$ cat config.mk
export PLATFORM = sky130hd
export DESIGN_NAME = tc_capture
export DESIGN_NICKNAME = d
export VERILOG_FILES = /design/src/include/tc_capture_pkg.sv /design/src/design/tc_capture.sv
export SDC_FILE = /design/constraint.sdc
export NUM_CORES = 1
export LEC_CHECK = 0
export ABC_AREA = 1
export BUFFER_PORTS_ARGS = -buffer_cell sky130_fd_sc_hd__buf_2
export CAP_MARGIN = 10
export CORE_ASPECT_RATIO = 0.5
export CORE_MARGIN = 2
export CORE_UTILIZATION = 50
export DETAILED_ROUTE_END_ITERATION = 16
export GPL_TIMING_DRIVEN = 0
export PLACE_DENSITY = 0.8
export SETUP_SLACK_MARGIN = 0.5
export SLEW_MARGIN = 20
export SYNTH_ARGS = -nofsm -noshare
export SYNTH_HDL_FRONTEND = slang
export SYNTH_SLANG_ARGS = --single-unit
$ cat constraint.sdc
create_clock -name clk_i -period 2.49 [get_ports clk_i]
set_input_delay 0.3735 -clock clk_i [delete_from_list [all_inputs] [get_ports clk_i]]
set_output_delay 0.3735 -clock clk_i [all_outputs]
set_load 0.03 [all_outputs]
$ cat src/include/tc_capture_pkg.sv
// Purpose: Constants and state type for the capture-mode timer channel.
// Assumes: Classic Wishbone slave with 32-bit data, 16-bit counter.
// Notes: Register layout and control bits are local choices.
// How it works
// - A second capture load stops the counter clock only while the stop bit is set.
// - The trigger edge field decodes 0 as no trigger, 1 rising, 2 falling and 3 each edge.
// - The trigger line select bit picks line two when 0 and line one when 1.
// - Only with compare-C restart on does a third compare match clear and start the counter.
// - The waveform select bit gives capture mode when 0 and waveform mode when 1.
// - First capture loads on no edge, rising, falling or each edge of line one, per its field.
// - Second capture loads on no edge, rising, falling or each edge of line one, per its field.
// - The trigger acts only on the selected transition and is ignored when no edge is selected.
package tc_capture_pkg;
  // ****************************************
  // Register offsets
  // ****************************************
  localparam logic [4:0] MODE_OFS = 5'h00;
  localparam logic [4:0] CTRL_OFS = 5'h04;
  localparam logic [4:0] COUNT_OFS = 5'h08;
  localparam logic [4:0] FIRST_CAP_OFS = 5'h0c;
  localparam logic [4:0] SECOND_CAP_OFS = 5'h10;
  localparam logic [4:0] THIRD_CMP_OFS = 5'h14;
  localparam logic [4:0] STATUS_OFS = 5'h18;
  // ****************************************
  // Field positions
  // ****************************************
  localparam int WAVE_POS = 0;
  localparam int TRIG_EDGE_POS = 1;
  localparam int TRIG_LINE_POS = 3;
  localparam int RESTART_POS = 4;
  localparam int STOP_POS = 5;
  localparam int FIRST_EDGE_POS = 6;
  localparam int SECOND_EDGE_POS = 8;
  localparam int CTRL_EN_POS = 0;
  localparam int CTRL_DIS_POS = 1;
  localparam int MODE_W = 10;
  localparam int CNT_W = 16;
  // ****************************************
  // Edge codes and reset values
  // ****************************************
  localparam logic [1:0] EDGE_NONE = 2'h0;
  localparam logic [1:0] EDGE_RISE = 2'h1;
  localparam logic [1:0] EDGE_FALL = 2'h2;
  localparam logic [1:0] EDGE_BOTH = 2'h3;
  localparam logic [9:0] MODE_RESET = 10'h000;
  localparam logic [15:0] CNT_RESET = 16'h0000;
  localparam logic [15:0] THIRD_CMP_RESET = 16'hffff;
  // ****************************************
  // Module state
  // ****************************************
  typedef struct packed {
    logic [1:0] sync1;
    logic [1:0] sync2;
    logic [1:0] prev;
    logic [9:0] mode;
    logic clk_en;
    logic [15:0] cnt;
    logic [15:0] first_cap;
    logic [15:0] second_cap;
    logic [15:0] third_cmp;
    logic ack;
    logic [31:0] rdata;
  } state_t;
endpackage : tc_capture_pkg

$ cat src/design/tc_capture.sv
// Purpose: Capture-mode configuration and counting of one timer channel.
// Assumes: Line inputs are asynchronous; registers reached over classic Wishbone.
// Notes: Register layout and control bits are local choices.
//
// Design decisions made here: the register addresses and register access over Wishbone.
`timescale 1ns/1ps
module tc_capture (
  // Clock and reset
  input wire logic clk_i,
  input wire logic rst_i,
  // Wishbone slave
  input wire logic wb_cyc_i,
  input wire logic wb_stb_i,
  input wire logic wb_we_i,
  input wire logic [4:0] wb_adr_i,
  input wire logic [3:0] wb_sel_i,
  input wire logic [31:0] wb_dat_i,
  output logic [31:0] wb_dat_o,
  output logic wb_ack_o,
  // Timer lines
  input wire logic timer_line_one_i,
  input wire logic timer_line_two_i,
  // Status
  output logic clock_running_o,
  output logic waveform_mode_o
);
  // ****************************************
  // Helpers
  // ****************************************
  function automatic logic edge_hit(input logic [1:0] sel, input logic rise,
                                    input logic fall);
    logic hit;
    hit = 1'b0;
    unique case (sel)
      tc_capture_pkg::EDGE_NONE: hit = 1'b0;
      tc_capture_pkg::EDGE_RISE: hit = rise;
      tc_capture_pkg::EDGE_FALL: hit = fall;
      tc_capture_pkg::EDGE_BOTH: hit = rise | fall;
    endcase
    return hit;
  endfunction : edge_hit

  function automatic logic [31:0] merge(input logic [31:0] old, input logic [31:0] nw,
                                        input logic [3:0] sel);
    logic [31:0] res;
    res = old;
    for (int i = 0; i < 4; i++) begin
      if (sel[i]) begin
        res[8*i +: 8] = nw[8*i +: 8];
      end
    end
    return res;
  endfunction : merge

  // ****************************************
  // State
  // ****************************************
  tc_capture_pkg::state_t state_reg;
  tc_capture_pkg::state_t state_next;

  logic wave;
  logic [1:0] trig_edge;
  logic trig_line;
  logic restart_en;
  logic stop_en;
  logic [1:0] first_edge;
  logic [1:0] second_edge;
  logic rise_one;
  logic fall_one;
  logic rise_two;
  logic fall_two;
  logic trig_rise;
  logic trig_fall;
  logic trig_hit;
  logic cmp_match;
  logic restart;
  logic first_load;
  logic second_load;
  logic bus_req;
  logic wr_now;
  logic sw_en;
  logic sw_dis;

  assign wave = state_reg.mode[tc_capture_pkg::WAVE_POS];
  assign trig_edge = state_reg.mode[tc_capture_pkg::TRIG_EDGE_POS +: 2];
  assign trig_line = state_reg.mode[tc_capture_pkg::TRIG_LINE_POS];
  assign restart_en = state_reg.mode[tc_capture_pkg::RESTART_POS];
  assign stop_en = state_reg.mode[tc_capture_pkg::STOP_POS];
  assign first_edge = state_reg.mode[tc_capture_pkg::FIRST_EDGE_POS +: 2];
  assign second_edge = state_reg.mode[tc_capture_pkg::SECOND_EDGE_POS +: 2];

  // ****************************************
  // Edge detection and events
  // ****************************************
  assign rise_one = state_reg.sync2[0] & ~state_reg.prev[0];
  assign fall_one = ~state_reg.sync2[0] & state_reg.prev[0];
  assign rise_two = state_reg.sync2[1] & ~state_reg.prev[1];
  assign fall_two = ~state_reg.sync2[1] & state_reg.prev[1];
  assign trig_rise = trig_line ? rise_one : rise_two;
  assign trig_fall = trig_line ? fall_one : fall_two;
  assign trig_hit = edge_hit(trig_edge, trig_rise, trig_fall);
  assign cmp_match = restart_en & state_reg.clk_en & (state_reg.cnt == state_reg.third_cmp);
  assign restart = trig_hit | cmp_match;
  assign first_load = ~wave & edge_hit(first_edge, rise_one, fall_one);
  assign second_load = ~wave & edge_hit(second_edge, rise_one, fall_one);

  // ****************************************
  // Bus decode
  // ****************************************
  assign bus_req = wb_cyc_i & wb_stb_i;
  assign wr_now = bus_req & wb_we_i & state_reg.ack;
  assign sw_en = wr_now & (wb_adr_i == tc_capture_pkg::CTRL_OFS) &
                 wb_sel_i[0] & wb_dat_i[tc_capture_pkg::CTRL_EN_POS];
  assign sw_dis = wr_now & (wb_adr_i == tc_capture_pkg::CTRL_OFS) &
                  wb_sel_i[0] & wb_dat_i[tc_capture_pkg::CTRL_DIS_POS];

  always_comb begin
    logic [31:0] tmp;
    tmp = 32'h0000_0000;
    state_next = state_reg;
    state_next.sync1 = {timer_line_two_i, timer_line_one_i};
    state_next.sync2 = state_reg.sync1;
    state_next.prev = state_reg.sync2;
    // Counter clock control
    if (sw_en) begin
      state_next.clk_en = 1'b1;
    end
    if (second_load && stop_en) begin
      state_next.clk_en = 1'b0;
    end
    if (sw_dis) begin
      state_next.clk_en = 1'b0;
    end
    // Counting and restart
    if (restart) begin
      state_next.cnt = tc_capture_pkg::CNT_RESET;
      state_next.clk_en = 1'b1;
    end else if (state_reg.clk_en) begin
      state_next.cnt = state_reg.cnt + 16'h0001;
    end
    // Captures
    if (first_load) begin
      state_next.first_cap = state_reg.cnt;
    end
    if (second_load) begin
      state_next.second_cap = state_reg.cnt;
    end
    // Register writes
    if (wr_now && wb_adr_i == tc_capture_pkg::MODE_OFS) begin
      tmp = merge({22'h0, state_reg.mode}, wb_dat_i, wb_sel_i);
      state_next.mode = tmp[9:0];
    end
    if (wr_now && wb_adr_i == tc_capture_pkg::THIRD_CMP_OFS) begin
      tmp = merge({16'h0000, state_reg.third_cmp}, wb_dat_i, wb_sel_i);
      state_next.third_cmp = tmp[15:0];
    end
    // Answer and read data
    state_next.ack = bus_req & ~state_reg.ack;
    state_next.rdata = 32'h0000_0000;
    if (bus_req && !state_reg.ack && !wb_we_i) begin
      unique case (wb_adr_i)
        tc_capture_pkg::MODE_OFS: state_next.rdata = {22'h0, state_reg.mode};
        tc_capture_pkg::COUNT_OFS: state_next.rdata = {16'h0000, state_reg.cnt};
        tc_capture_pkg::FIRST_CAP_OFS: state_next.rdata = {16'h0000, state_reg.first_cap};
        tc_capture_pkg::SECOND_CAP_OFS: state_next.rdata = {16'h0000, state_reg.second_cap};
        tc_capture_pkg::THIRD_CMP_OFS: state_next.rdata = {16'h0000, state_reg.third_cmp};
        tc_capture_pkg::STATUS_OFS: state_next.rdata = {29'h0, state_reg.sync2,
                                                         state_reg.clk_en};
        default: state_next.rdata = 32'h0000_0000;
      endcase
    end
  end

  always_ff @(posedge clk_i) begin
    if (rst_i) begin
      state_reg <= '{sync1: 2'h0, sync2: 2'h0, prev: 2'h0,
                     mode: tc_capture_pkg::MODE_RESET, clk_en: 1'b0,
                     cnt: tc_capture_pkg::CNT_RESET, first_cap: tc_capture_pkg::CNT_RESET,
                     second_cap: tc_capture_pkg::CNT_RESET,
                     third_cmp: tc_capture_pkg::THIRD_CMP_RESET,
                     ack: 1'b0, rdata: 32'h0000_0000};
    end else begin
      state_reg <= state_next;
    end
  end

  assign wb_ack_o = state_reg.ack;
  assign wb_dat_o = state_reg.rdata;
  assign clock_running_o = state_reg.clk_en;
  assign waveform_mode_o = wave;
endmodule : tc_capture

==> results.txt, run 1 <==
Iter 0 DRT Violations: 456
Buf+Inv Stages, Crit Path: 4
total CTS buffers: 9
Post-synth top flop: dfxtp_1
unrepaired setup endpoints after global routing: false
Site Rows: 25
fmax: 570 MHz
most instantiated cells after synthesis: nand2_1 (140), dfxtp_1 (98), inv_1 (62)
most numerous cell in the Yosys netlist: nand2_1
register area share after synthesis: 40.9%
Via density: 5.19
Slowest cell on crit path: dfxtp_1
Yosys top cell area share: 40.9%
Syn Area/Cell: 7.40 um^2
CP peak stage delay: 0.34 ns
Worst slew margin: 61.3%
Cells after Synth: 649
Worst Hold Class: in -> reg
die area: 10500 um^2
Fin Hold WS: 0.221 ns
dpl cells: 833
vias in the first global route: 4075
Setup Viol. Count Final: 0
post-synthesis register bit count: 98
Critical Path Fanout Max: 10
Layout area overhead: 16.5%
global-route wire length before repair: 20.3 mm
fin. max-slew vios: 0
clk_skew: 0.0106 ns
clk root buf: clkbuf_16
Slew @ Worst Pin: 0.580 ns
min Tclk post-route: 1.75 ns
CP arrival: 2.04 ns
critical path data required time: 2.78 ns
Crit path top cell by count: inv_1
number of detailed-route iterations in the first pass: 5
post-synthesis cell area: 4800 um^2
clock slew at reported path FFs: 0.07 ns
initial antenna violation count: 0
Crit path max-delay family: buffers and inverters
Ant. Diodes: 0
Sink Count: 98
largest net degree at the start of global routing: 18
DRC violation count after routing: 0
largest cells by area after synthesis: dfxtp_1 (41%), nand2_1 (11%), o21ai_0 (5.8%), a21oi_1 (5.6%), buf_4 (5.5%)
PD cells: 570 nW/um^2
CTS tree: done
period utilisation layout: 70.5%
hold buffer count at cts: 0
CP cell instances: inv_1 -> ha_1 -> inv_1 -> nand2_1 -> nand3_1 -> nand2_1 -> inv_1 -> buf_2 -> o21ai_0 -> a21oi_1
fin nets: 778
final WL: 12.8 mm
Initial Util: 51.2%
worst vdd ir: 0.435 mV
status: finished, final reports clean
# port buffers: 48
LEAKAGE: 2.60 nW
die height: 73.3 um
Setup TNS Final: 0 ns
DRT antenna net count: 0
Layout Cells excl Fill: 853
Cell variety after synth: 36
endpoint type of the worst setup path: flop
total power: 3.19 mW
ys async rst share: 0%
gr ovfl total: 0
CP Class: reg -> reg
IO Count: 83
die width: 143 um
EDFF count, synth: 0
GRT Overall Usage: 25.9%
maximum root-to-sink buffer count: 2
Syn. warnings: 0
GPL Wtd Cong: 0.951
Critical Path Source Type: flop
share of cells above drive strength 1: 23.1%
leading area contributor after synthesis: dfxtp_1
via count of the routed design: 4431
H-Tree Depth: 3
core area: 9380 um^2
Largest register FFs: 70
Clk Latency, worst-skew pair: 0.36 ns
DP HPWL: 9.40 mm
Fin. Hold Viols: 0
WL per Instance: 15.0 um
reported max-cap violation count: 0
## area by class of cell
cell class | count | area (um^2)
Buffer | 52 | 394
Clock buffer | 9 | 225
Clock inverter | 7 | 80.1
Fill cell | 834 | 3790
Inverter | 76 | 290
Multi-Input combinational cell | 438 | 2220
Sequential cell | 98 | 1960
Tap cell | 121 | 151
Timing Repair Buffer | 52 | 270
## path summary, 6_finish.rpt
| check | cells after the start | slack, ns | to | start |
|---|---|---|---|---|
| max | 10 | 0.74 | state_reg[64] | state_reg[108] |
| min | 3 | 0.22 | state_next[110] | timer_line_one_i |
| max reg2reg | 10 | 0.74 | state_reg[64] | state_reg[108] |
| min reg2reg | 2 | 0.41 | state_next[109] | state_next[111] |
## where the power goes
| group | internal, mW | leakage (nW) | switching, mW | total [mW] |
|---|---|---|---|---|
| registers | 1.57 | 0.791 | 0.00220 | 1.57 |
| clock network | 0.786 | 0.142 | 0.649 | 1.43 |
| logic | 0.0592 | 1.66 | 0.118 | 0.177 |
## per-layer routing
metal / wire length (um) / track usage, % / vias to the layer above
met5: 0 / 0 / -
met2: 5530 / 41.2 / 230
met3: 1330 / 8.80 / 35
li1: - / - / 2183
met1: 5670 / 33.8 / 1983
met4: 295 / 7.81 / 0
## through the flow
stage / utilization, % / setup slack, ns / cell area (um^2)
detailed placement: 55.9 / 0.608 / 5250
finish: 59.6 / 0.736 / 5590
CTS: 59.2 / 0.590 / 5560
floorplan: - / 0.969 / 4860
global placement: 55.9 / 0.626 / 5250
global route: 59.6 / 0.586 / 5590
## worst reg2reg max path, cell delays in order, from the launching register on
cell	delay (ns)
dfxtp_1	0.34
inv_1	0.05
ha_1	0.28
inv_1	0.09
nand2_1	0.06
nand3_1	0.08
nand2_1	0.14
inv_1	0.11
buf_2	0.26
o21ai_0	0.14
a21oi_1	0.14
## repair_timing
item,CTS,global route
setup buffers,0,4
gates resized for setup,0,4
setup endpoints to repair,0,10
## logic make-up after synthesis
logic type / after synthesis / share of synthesized area, %
fa+ha+maj: 3 / 0.782
xor+xnor: 16 / 2.92
compound gates: 135 / 15.3
other cells: 1 / 0.0781
flops: 98 / 40.9
buf+inv: 128 / 14.1
simple gates: 268 / 25.9
## placed cells by master, fill, tap and decap left out, drive strengths merged
cell / Yosys / layout
nand3: 32 / 32
inv: 73 / 73
buf: 46 / 98
nor3: 9 / 9
conb: 1 / 16
nor4: 1 / 1
xnor2: 3 / 3
dfxtp: 98 / 98
a31o: 1 / 1
nor2: 74 / 74
clkinvlp: 0 / 3
a21oi: 64 / 64
o22ai: 7 / 7
ha: 3 / 3
xor2: 13 / 13
clkbuf: 6 / 15
o211ai: 4 / 4
bufinv: 0 / 1
clkinv: 3 / 6
nand4: 5 / 5
o21ai: 59 / 59
nand2: 147 / 147
No activity file was read; power rests on OpenSTA's default activity.
==> run 2: changes to the inputs <==
--- a/config.mk
+++ b/config.mk
@@ -5,7 +5,7 @@
 export SDC_FILE = /design/constraint.sdc
 export NUM_CORES = 1
 export LEC_CHECK = 0
-export ABC_AREA = 1
+export ABC_AREA = 0
 export BUFFER_PORTS_ARGS = -buffer_cell sky130_fd_sc_hd__buf_2
 export CAP_MARGIN = 10
 export CORE_ASPECT_RATIO = 0.5
@@ -13,7 +13,7 @@
 export CORE_UTILIZATION = 50
 export DETAILED_ROUTE_END_ITERATION = 16
 export GPL_TIMING_DRIVEN = 0
-export PLACE_DENSITY = 0.8
+export PLACE_DENSITY = 0.81
 export SETUP_SLACK_MARGIN = 0.5
 export SLEW_MARGIN = 20
 export SYNTH_ARGS = -nofsm -noshare
==> constraint.sdc (replaced) <==
create_clock -name clk_i -period 1.8 [get_ports clk_i]
set_input_delay 0.27 -clock clk_i [delete_from_list [all_inputs] [get_ports clk_i]]
set_output_delay 0.27 -clock clk_i [all_outputs]
set_load 0.03 [all_outputs]
==> results.txt, run 2 <==
status: finished with violations
violated checks: negative setup slack
Slew @ Worst Pin: 0.764 ns (+0.184 ns)
most instantiated cells after synthesis: dfxtp_1 (98), nor2_1 (57), nand2_1 (48)
IO Count: 83 (unchanged)
Critical Path Source Type: flop
critical path data required time: 2.05 ns (-0.73 ns)
most common cell after layout, fill and taps aside: dfxtp_1
Clk Latency, worst-skew pair: 0.35 ns (about the same)
Worst slew margin: 49.1% (-12 points)
Clk pwr share: 43.5% (-1.5 points)
Yosys top cell area share: 43.5% (+2.7 points)
P_sw: 1.01 mW (+31%)
Setup Viol. Count Final: 18 (+18)
global-route wire length before repair: 19.7 mm (-2.8%)
via count of the routed design: 4446 (+0.34%)
FILL cells: 520 (-38%)
worst vdd ir: 0.585 mV (+34%)
clock slew at reported path FFs: 0.06 ns (about the same)
Fin. Hold Viols: 0 (unchanged)
final core utilization: 75.5% (+16 points)
Syn. warnings: 0 (unchanged)
post-synthesis register bit count: 98 (unchanged)
largest net degree at the start of global routing: 15 (-3)
CTS tree: done
ys async rst share: 0% (unchanged)
Flop pwr share: 49.4% (about the same)
Initial Util: 51.6% (+0.39 points)
leading area contributor after synthesis: dfxtp_1
initial antenna violation count: 0 (unchanged)
fmax: 522 MHz (-8.4%)
die width: 138 um (-3.1%)
Final Cell Area: 6600 um^2 (+18%)
Layout area overhead: 46.5%
final WL: 15.7 mm (+23%)
largest cells by area after synthesis: dfxtp_1 (44%), mux2i_1 (9.1%), buf_4 (5.7%), a22oi_1 (5.0%), nor2_1 (4.7%)
Largest register FFs: 70 (unchanged)
gr ovfl total: 0 (unchanged)
total CTS buffers: 9 (unchanged)
EDFF count, synth: 0 (unchanged)
Worst Hold Class: in -> reg
PD cells: 667 nW/um^2 (+17%)
DRC violation count after routing: 0 (unchanged)
unrepaired setup endpoints after global routing: true
GPL Wtd Cong: 0.915 (-3.8%)
Pint: 3.39 mW (+40%)
reported max-cap violation count: 0 (unchanged)
Critical Path Fanout Max: 2 (-8)
Switching Fraction: 22.9% (-1.2 points)
die area: 9830 um^2 (-5.9%)
Comb pwr share: 7.1% (+1.5 points)
Sink Count: 98 (unchanged)
Via density: 6.03 (+16%)
H-Tree Depth: 3 (unchanged)
WL per Instance: 21.4 um (+42%)
period utilisation layout: 106% (+36 points)
share of cells above drive strength 1: 46.1% (+23 points)
min Tclk post-route: 1.91 ns (+0.160 ns)
number of detailed-route iterations in the first pass: 8 (+3)
clk_skew: 0.00664 ns (-0.00396 ns)
CP Class: reg -> reg
clk root buf: clkbuf_16
fin nets: 667 (-14%)
endpoint type of the worst setup path: flop
maximum root-to-sink buffer count: 2 (unchanged)
Ant. Diodes: 0 (unchanged)
CP arrival: 2.16 ns (+0.12 ns)
post-synthesis cell area: 4510 um^2 (-6.2%)
GRT Overall Usage: 25.8% (-0.13 points)
commonest non-fill, non-tap cells in the layout: dfxtp_1 (90), buf_2 (50), buf_4 (49), nor2_1 (49), mux2i_1 (37)
register area share after synthesis: 43.5% (+2.7 points)
die height: 71.1 um (-3.0%)
Post-synth top flop: dfxtp_1
# port buffers: 46 (-4.2%)
Cells after Synth: 502 (-23%)
Cell variety after synth: 47 (+31%)
most numerous cell in the Yosys netlist: dfxtp_1
Site Rows: 24 (-4.0%)
setup ws final: -0.114 ns (-0.850 ns)
Syn Area/Cell: 8.98 um^2 (+21%)
vias in the first global route: 3888 (-4.6%)
LEAKAGE: 2.46 nW (-5.1%)
Iter 0 DRT Violations: 572 (+25%)
dpl cell area: 5200 um^2 (-0.98%)
DP HPWL: 7.85 mm (-17%)
core area: 8740 um^2 (-6.9%)
fin. max-slew vios: 0 (unchanged)
DRT antenna net count: 0 (unchanged)
==> run 2: cells by family after synthesis <==
kind of cell	synth area share [%]
AO/OA/AOI/OAI	10.6
XOR/XNOR	6.03
adder cells (fa/ha/maj)	0.833
buffers and inverters	10.1
flip-flops	43.5
multiplexers	9.86
other	0.0832
AND/OR/NAND/NOR	19.0
==> run 2: cell type report <==
cell class / count / area (um^2) / share of cell area, %
clock buffer: 12 / 246 / 3.73
inverter: 8 / 32.5 / 0.493
clock inverter: 3 / 40.0 / 0.607
tap: 117 / 146 / 2.22
buffer: 67 / 582 / 8.81
timing repair buffer: 88 / 748 / 11.3
sequential: 98 / 1980 / 30.0
multi-input combinational: 344 / 2820 / 42.8
==> run 2: what timing repair did <==
action	CTS	global route
resized for setup	55	106
pin swaps	24	38
gates cloned	6	2
hold buffers	0	0
setup endpoints to repair	90	89
setup buffers	23	11
==> run 2: worst max-delay path: stages (launching register included) <==
cell and delay (ns):
dfxtp_2 0.32, buf_8 0.12, xor2_2 0.14, nor4_2 0.38, nand3_2 0.19, buf_4 0.18
or2_4 0.25, a31oi_1 0.24
==> run 2: through the flow <==
stage / total power [mW] / hold slack [ns] / setup TNS (ns) / setup WS (ns) / instances
after floorplan: 2.39 / 0.395 / 0 / 0.152 / 517
after global placement: 2.45 / 0.418 / -2.95 / -0.145 / 680
after detailed placement: 2.46 / 0.421 / -4.20 / -0.183 / 680
after CTS: 4.34 / 0.120 / 0 / 0.0278 / 724
after global routing: 4.49 / 0.157 / -1.58 / -0.130 / 737
final: 4.40 / 0.128 / -0.789 / -0.114 / 737
==> run 2: layer usage <==
metal | GRT usage (%) | part of all wire (%) | wire [um] | up-vias
met5 | 0 | 0 | 0 | -
met4 | 8.39 | 5.3 | 830 | 0
met3 | 6.03 | 12 | 1820 | 97
met2 | 43.2 | 46 | 7260 | 359
met1 | 33.5 | 37 | 5840 | 2087
li1 | - | - | - | 1903
==> run 2: path summary, 6_finish.rpt <==
check	from	slack, ns	cells after the start	to
hold / removal	timer_line_two_i	0.13	2	state_next[111]
hold reg to reg	state_next[110]	0.44	1	state_next[108]
setup / recovery	state_reg[91]	-0.11	7	clock_running_o
setup reg to reg	state_reg[91]	-0.11	7	clock_running_o
==> run 2: power groups by stage <==
stage | sequential [mW] | combinational [mW] | clock [mW]
final | 2.18 | 0.311 | 1.92
after global routing | 2.18 | 0.325 | 1.99
after global placement | 2.23 | 0.227 | 0
after CTS | 2.18 | 0.260 | 1.91
after floorplan | 2.23 | 0.159 | 0
after detailed placement | 2.23 | 0.230 | 0
==> run 3: changes to the inputs <==
--- a/config.mk
+++ b/config.mk
@@ -13,7 +13,7 @@
 export CORE_UTILIZATION = 50
 export DETAILED_ROUTE_END_ITERATION = 16
 export GPL_TIMING_DRIVEN = 0
-export PLACE_DENSITY = 0.81
+export PLACE_DENSITY = 0.73
 export SETUP_SLACK_MARGIN = 0.5
 export SLEW_MARGIN = 20
 export SYNTH_ARGS = -nofsm -noshare
==> results.txt, run 3 (synthesis results as in run 2) <==
DP Worst Slack: -0.261 ns (-0.0782 ns)
Layout area overhead: 45.4%
gr ovfl total: 0 (unchanged)
LEAKAGE: 2.43 nW (-1.5%)
Clk Latency, worst-skew pair: 0.35 ns (about the same)
core area: 8740 um^2 (unchanged)
min Tclk post-route: 1.84 ns (-0.0778 ns)
status: finished with violations
Sink Count: 98 (unchanged)
worst vdd ir: 0.523 mV (-11%)
final core utilization: 75.0% (-0.56 points)
reg2reg setup slack: -0.04 ns (+0.08 ns)
initial antenna violation count: 0 (unchanged)
DP HPWL: 7.87 mm (+0.31%)
final WL: 13.8 mm (-12%)
# port buffers: 46 (unchanged)
die width: 138 um (unchanged)
Hold Path End: state_next[111]
area of the multi-input gates: 2800 um^2 (-0.84%)
global-route wire length before repair: 19.0 mm (-3.6%)
violated checks: negative setup slack
Worst Hold Class: in -> reg
GRT Overall Usage: 25.2% (-0.62 points)
CP Class: reg -> reg
Site Rows: 24 (unchanged)
period utilisation layout: 102% (-4.3 points)
reg2reg path depth: 7 (unchanged)
die height: 71.1 um (unchanged)
IO Count: 83 (unchanged)
H-Tree Depth: 3 (unchanged)
Critical Path Fanout Max: 5 (+3)
fin. max-slew vios: 0 (unchanged)
clk root buf: clkbuf_16
most common cell after layout, fill and taps aside: dfxtp_1
DRC violation count after routing: 0 (unchanged)
RR Endpoint: state_reg[94]
FILL cells: 561 (+7.9%)
Fin. Hold Viols: 0 (unchanged)
setup ws final: -0.0366 ns (+0.0778 ns)
Worst slew margin: 52.1% (+3.1 points)
Iter 0 DRT Violations: 404 (-29%)
WL per Instance: 18.9 um (-11%)
Setup TNS Final: -0.350 ns (+0.439 ns)
endpoint type of the worst setup path: flop
via count of the routed design: 4126 (-7.2%)
CP arrival: 2.07 ns (-0.09 ns)
Ant. Diodes: 0 (unchanged)
Critical Path Source Type: flop
critical path data required time: 2.04 ns (about the same)
Slew @ Worst Pin: 0.718 ns (-0.0459 ns)
Via density: 5.64 (-6.4%)
Storage cell area: 1980 um^2 (about the same)
clock slew at reported path FFs: 0.07 ns (about the same)
Initial Util: 51.6% (unchanged)
total CTS buffers: 9 (unchanged)
CTS tree: done
unrepaired setup endpoints after global routing: true
maximum root-to-sink buffer count: 2 (unchanged)
number of detailed-route iterations in the first pass: 5 (-3)
largest net degree at the start of global routing: 15 (unchanged)
GPL Wtd Cong: 0.810 (-12%)
Setup Viol. Count Final: 15 (-3)
clk_skew: 0.00774 ns (+0.00110 ns)
hold buffer count at cts: 0 (unchanged)
WHS Path Cells: 2 (unchanged)
Largest register FFs: 70 (unchanged)
Worst R2R Start: state_reg[88]
hold_sp: timer_line_two_i
reported max-cap violation count: 0 (unchanged)
commonest non-fill, non-tap cells in the layout: dfxtp_1 (89), nor2_1 (54), buf_4 (48), buf_2 (48), mux2i_1 (39)
PD cells: 696 nW/um^2 (+4.4%)
fin nets: 660 (-1.0%)
share of cells above drive strength 1: 44.3% (-1.8 points)
vias in the first global route: 3671 (-5.6%)
DRT antenna net count: 0 (unchanged)
die area: 9830 um^2 (unchanged)
fmax: 544 MHz (+4.2%)
[run 3: cell types whose count changed in the layout (fill, tap and decap cells not counted), sizes merged]
cell | previous run | this run
clkinvlp | 0 | 1
bufinv | 1 | 2
clkinv | 3 | 0
clkbuf | 23 | 27
buf | 144 | 135
[run 3: how the worst max path moves through the flow]
stage                     to      startpoint  slack, ns
2_1_floorplan  state_reg[71]  state_reg[108]       0.15
3_3_place_gp   state_reg[91]   state_reg[89]      -0.19
3_5_place_dp   state_reg[94]   state_reg[89]      -0.26
4_1_cts        state_reg[96]   state_reg[88]      0.003
5_1_grt        state_reg[86]   state_reg[88]      -0.09
6_report       state_reg[94]   state_reg[88]      -0.04
[run 3: where the power goes]
part	leakage [nW]	switching (mW)	internal (mW)	total, mW
registers	0.796	0.00554	2.17	2.17
clock network	0.151	0.811	1.26	2.07
logic	1.48	0.193	0.123	0.316
[run 3: worst max-delay path: stages, from the launching register on]
cell,delay [ns]
dfxtp_1,0.31
buf_6,0.12
xor2_1,0.17
nor4_2,0.33
nand4_1,0.23
o211ai_4,0.35
buf_6,0.17
nor2_1,0.04
[run 3: layout make-up]
class                      count  area share, %
multi-input combinational    344           42.7
sequential                    98           30.3
timing repair buffer          81           10.8
buffer                        67           8.54
clock buffer                  14           3.88
tap                          117           2.23
clock inverter                 2          0.917
inverter                       8          0.592
[run 3: routing by layer]
metal  track usage, %  routed length (um)  up-vias
li1                 -                   -     1898
met1             33.8                5830     1962
met2             41.0                6370      220
met3             6.36                1230       46
met4             6.92                 386        0
met5                0                   0        -
[run 3: per-stage QoR]
stage,power [mW],hold slack [ns],cell area (um^2),instances
after CTS,4.52,0.129,6060,718
final,4.56,0.128,6550,731
after global routing,4.68,0.139,6550,731
after floorplan,2.39,0.395,4820,517
after global placement,2.46,0.416,5200,680
after detailed placement,2.46,0.424,5200,680
[run 3: timing repair]
action                     in CTS  in global routing
setup endpoints to repair      92                 91
buffers inserted               17                 10
cloned                          5                  3
pin swaps                      30                 40
resized for setup              64                 84
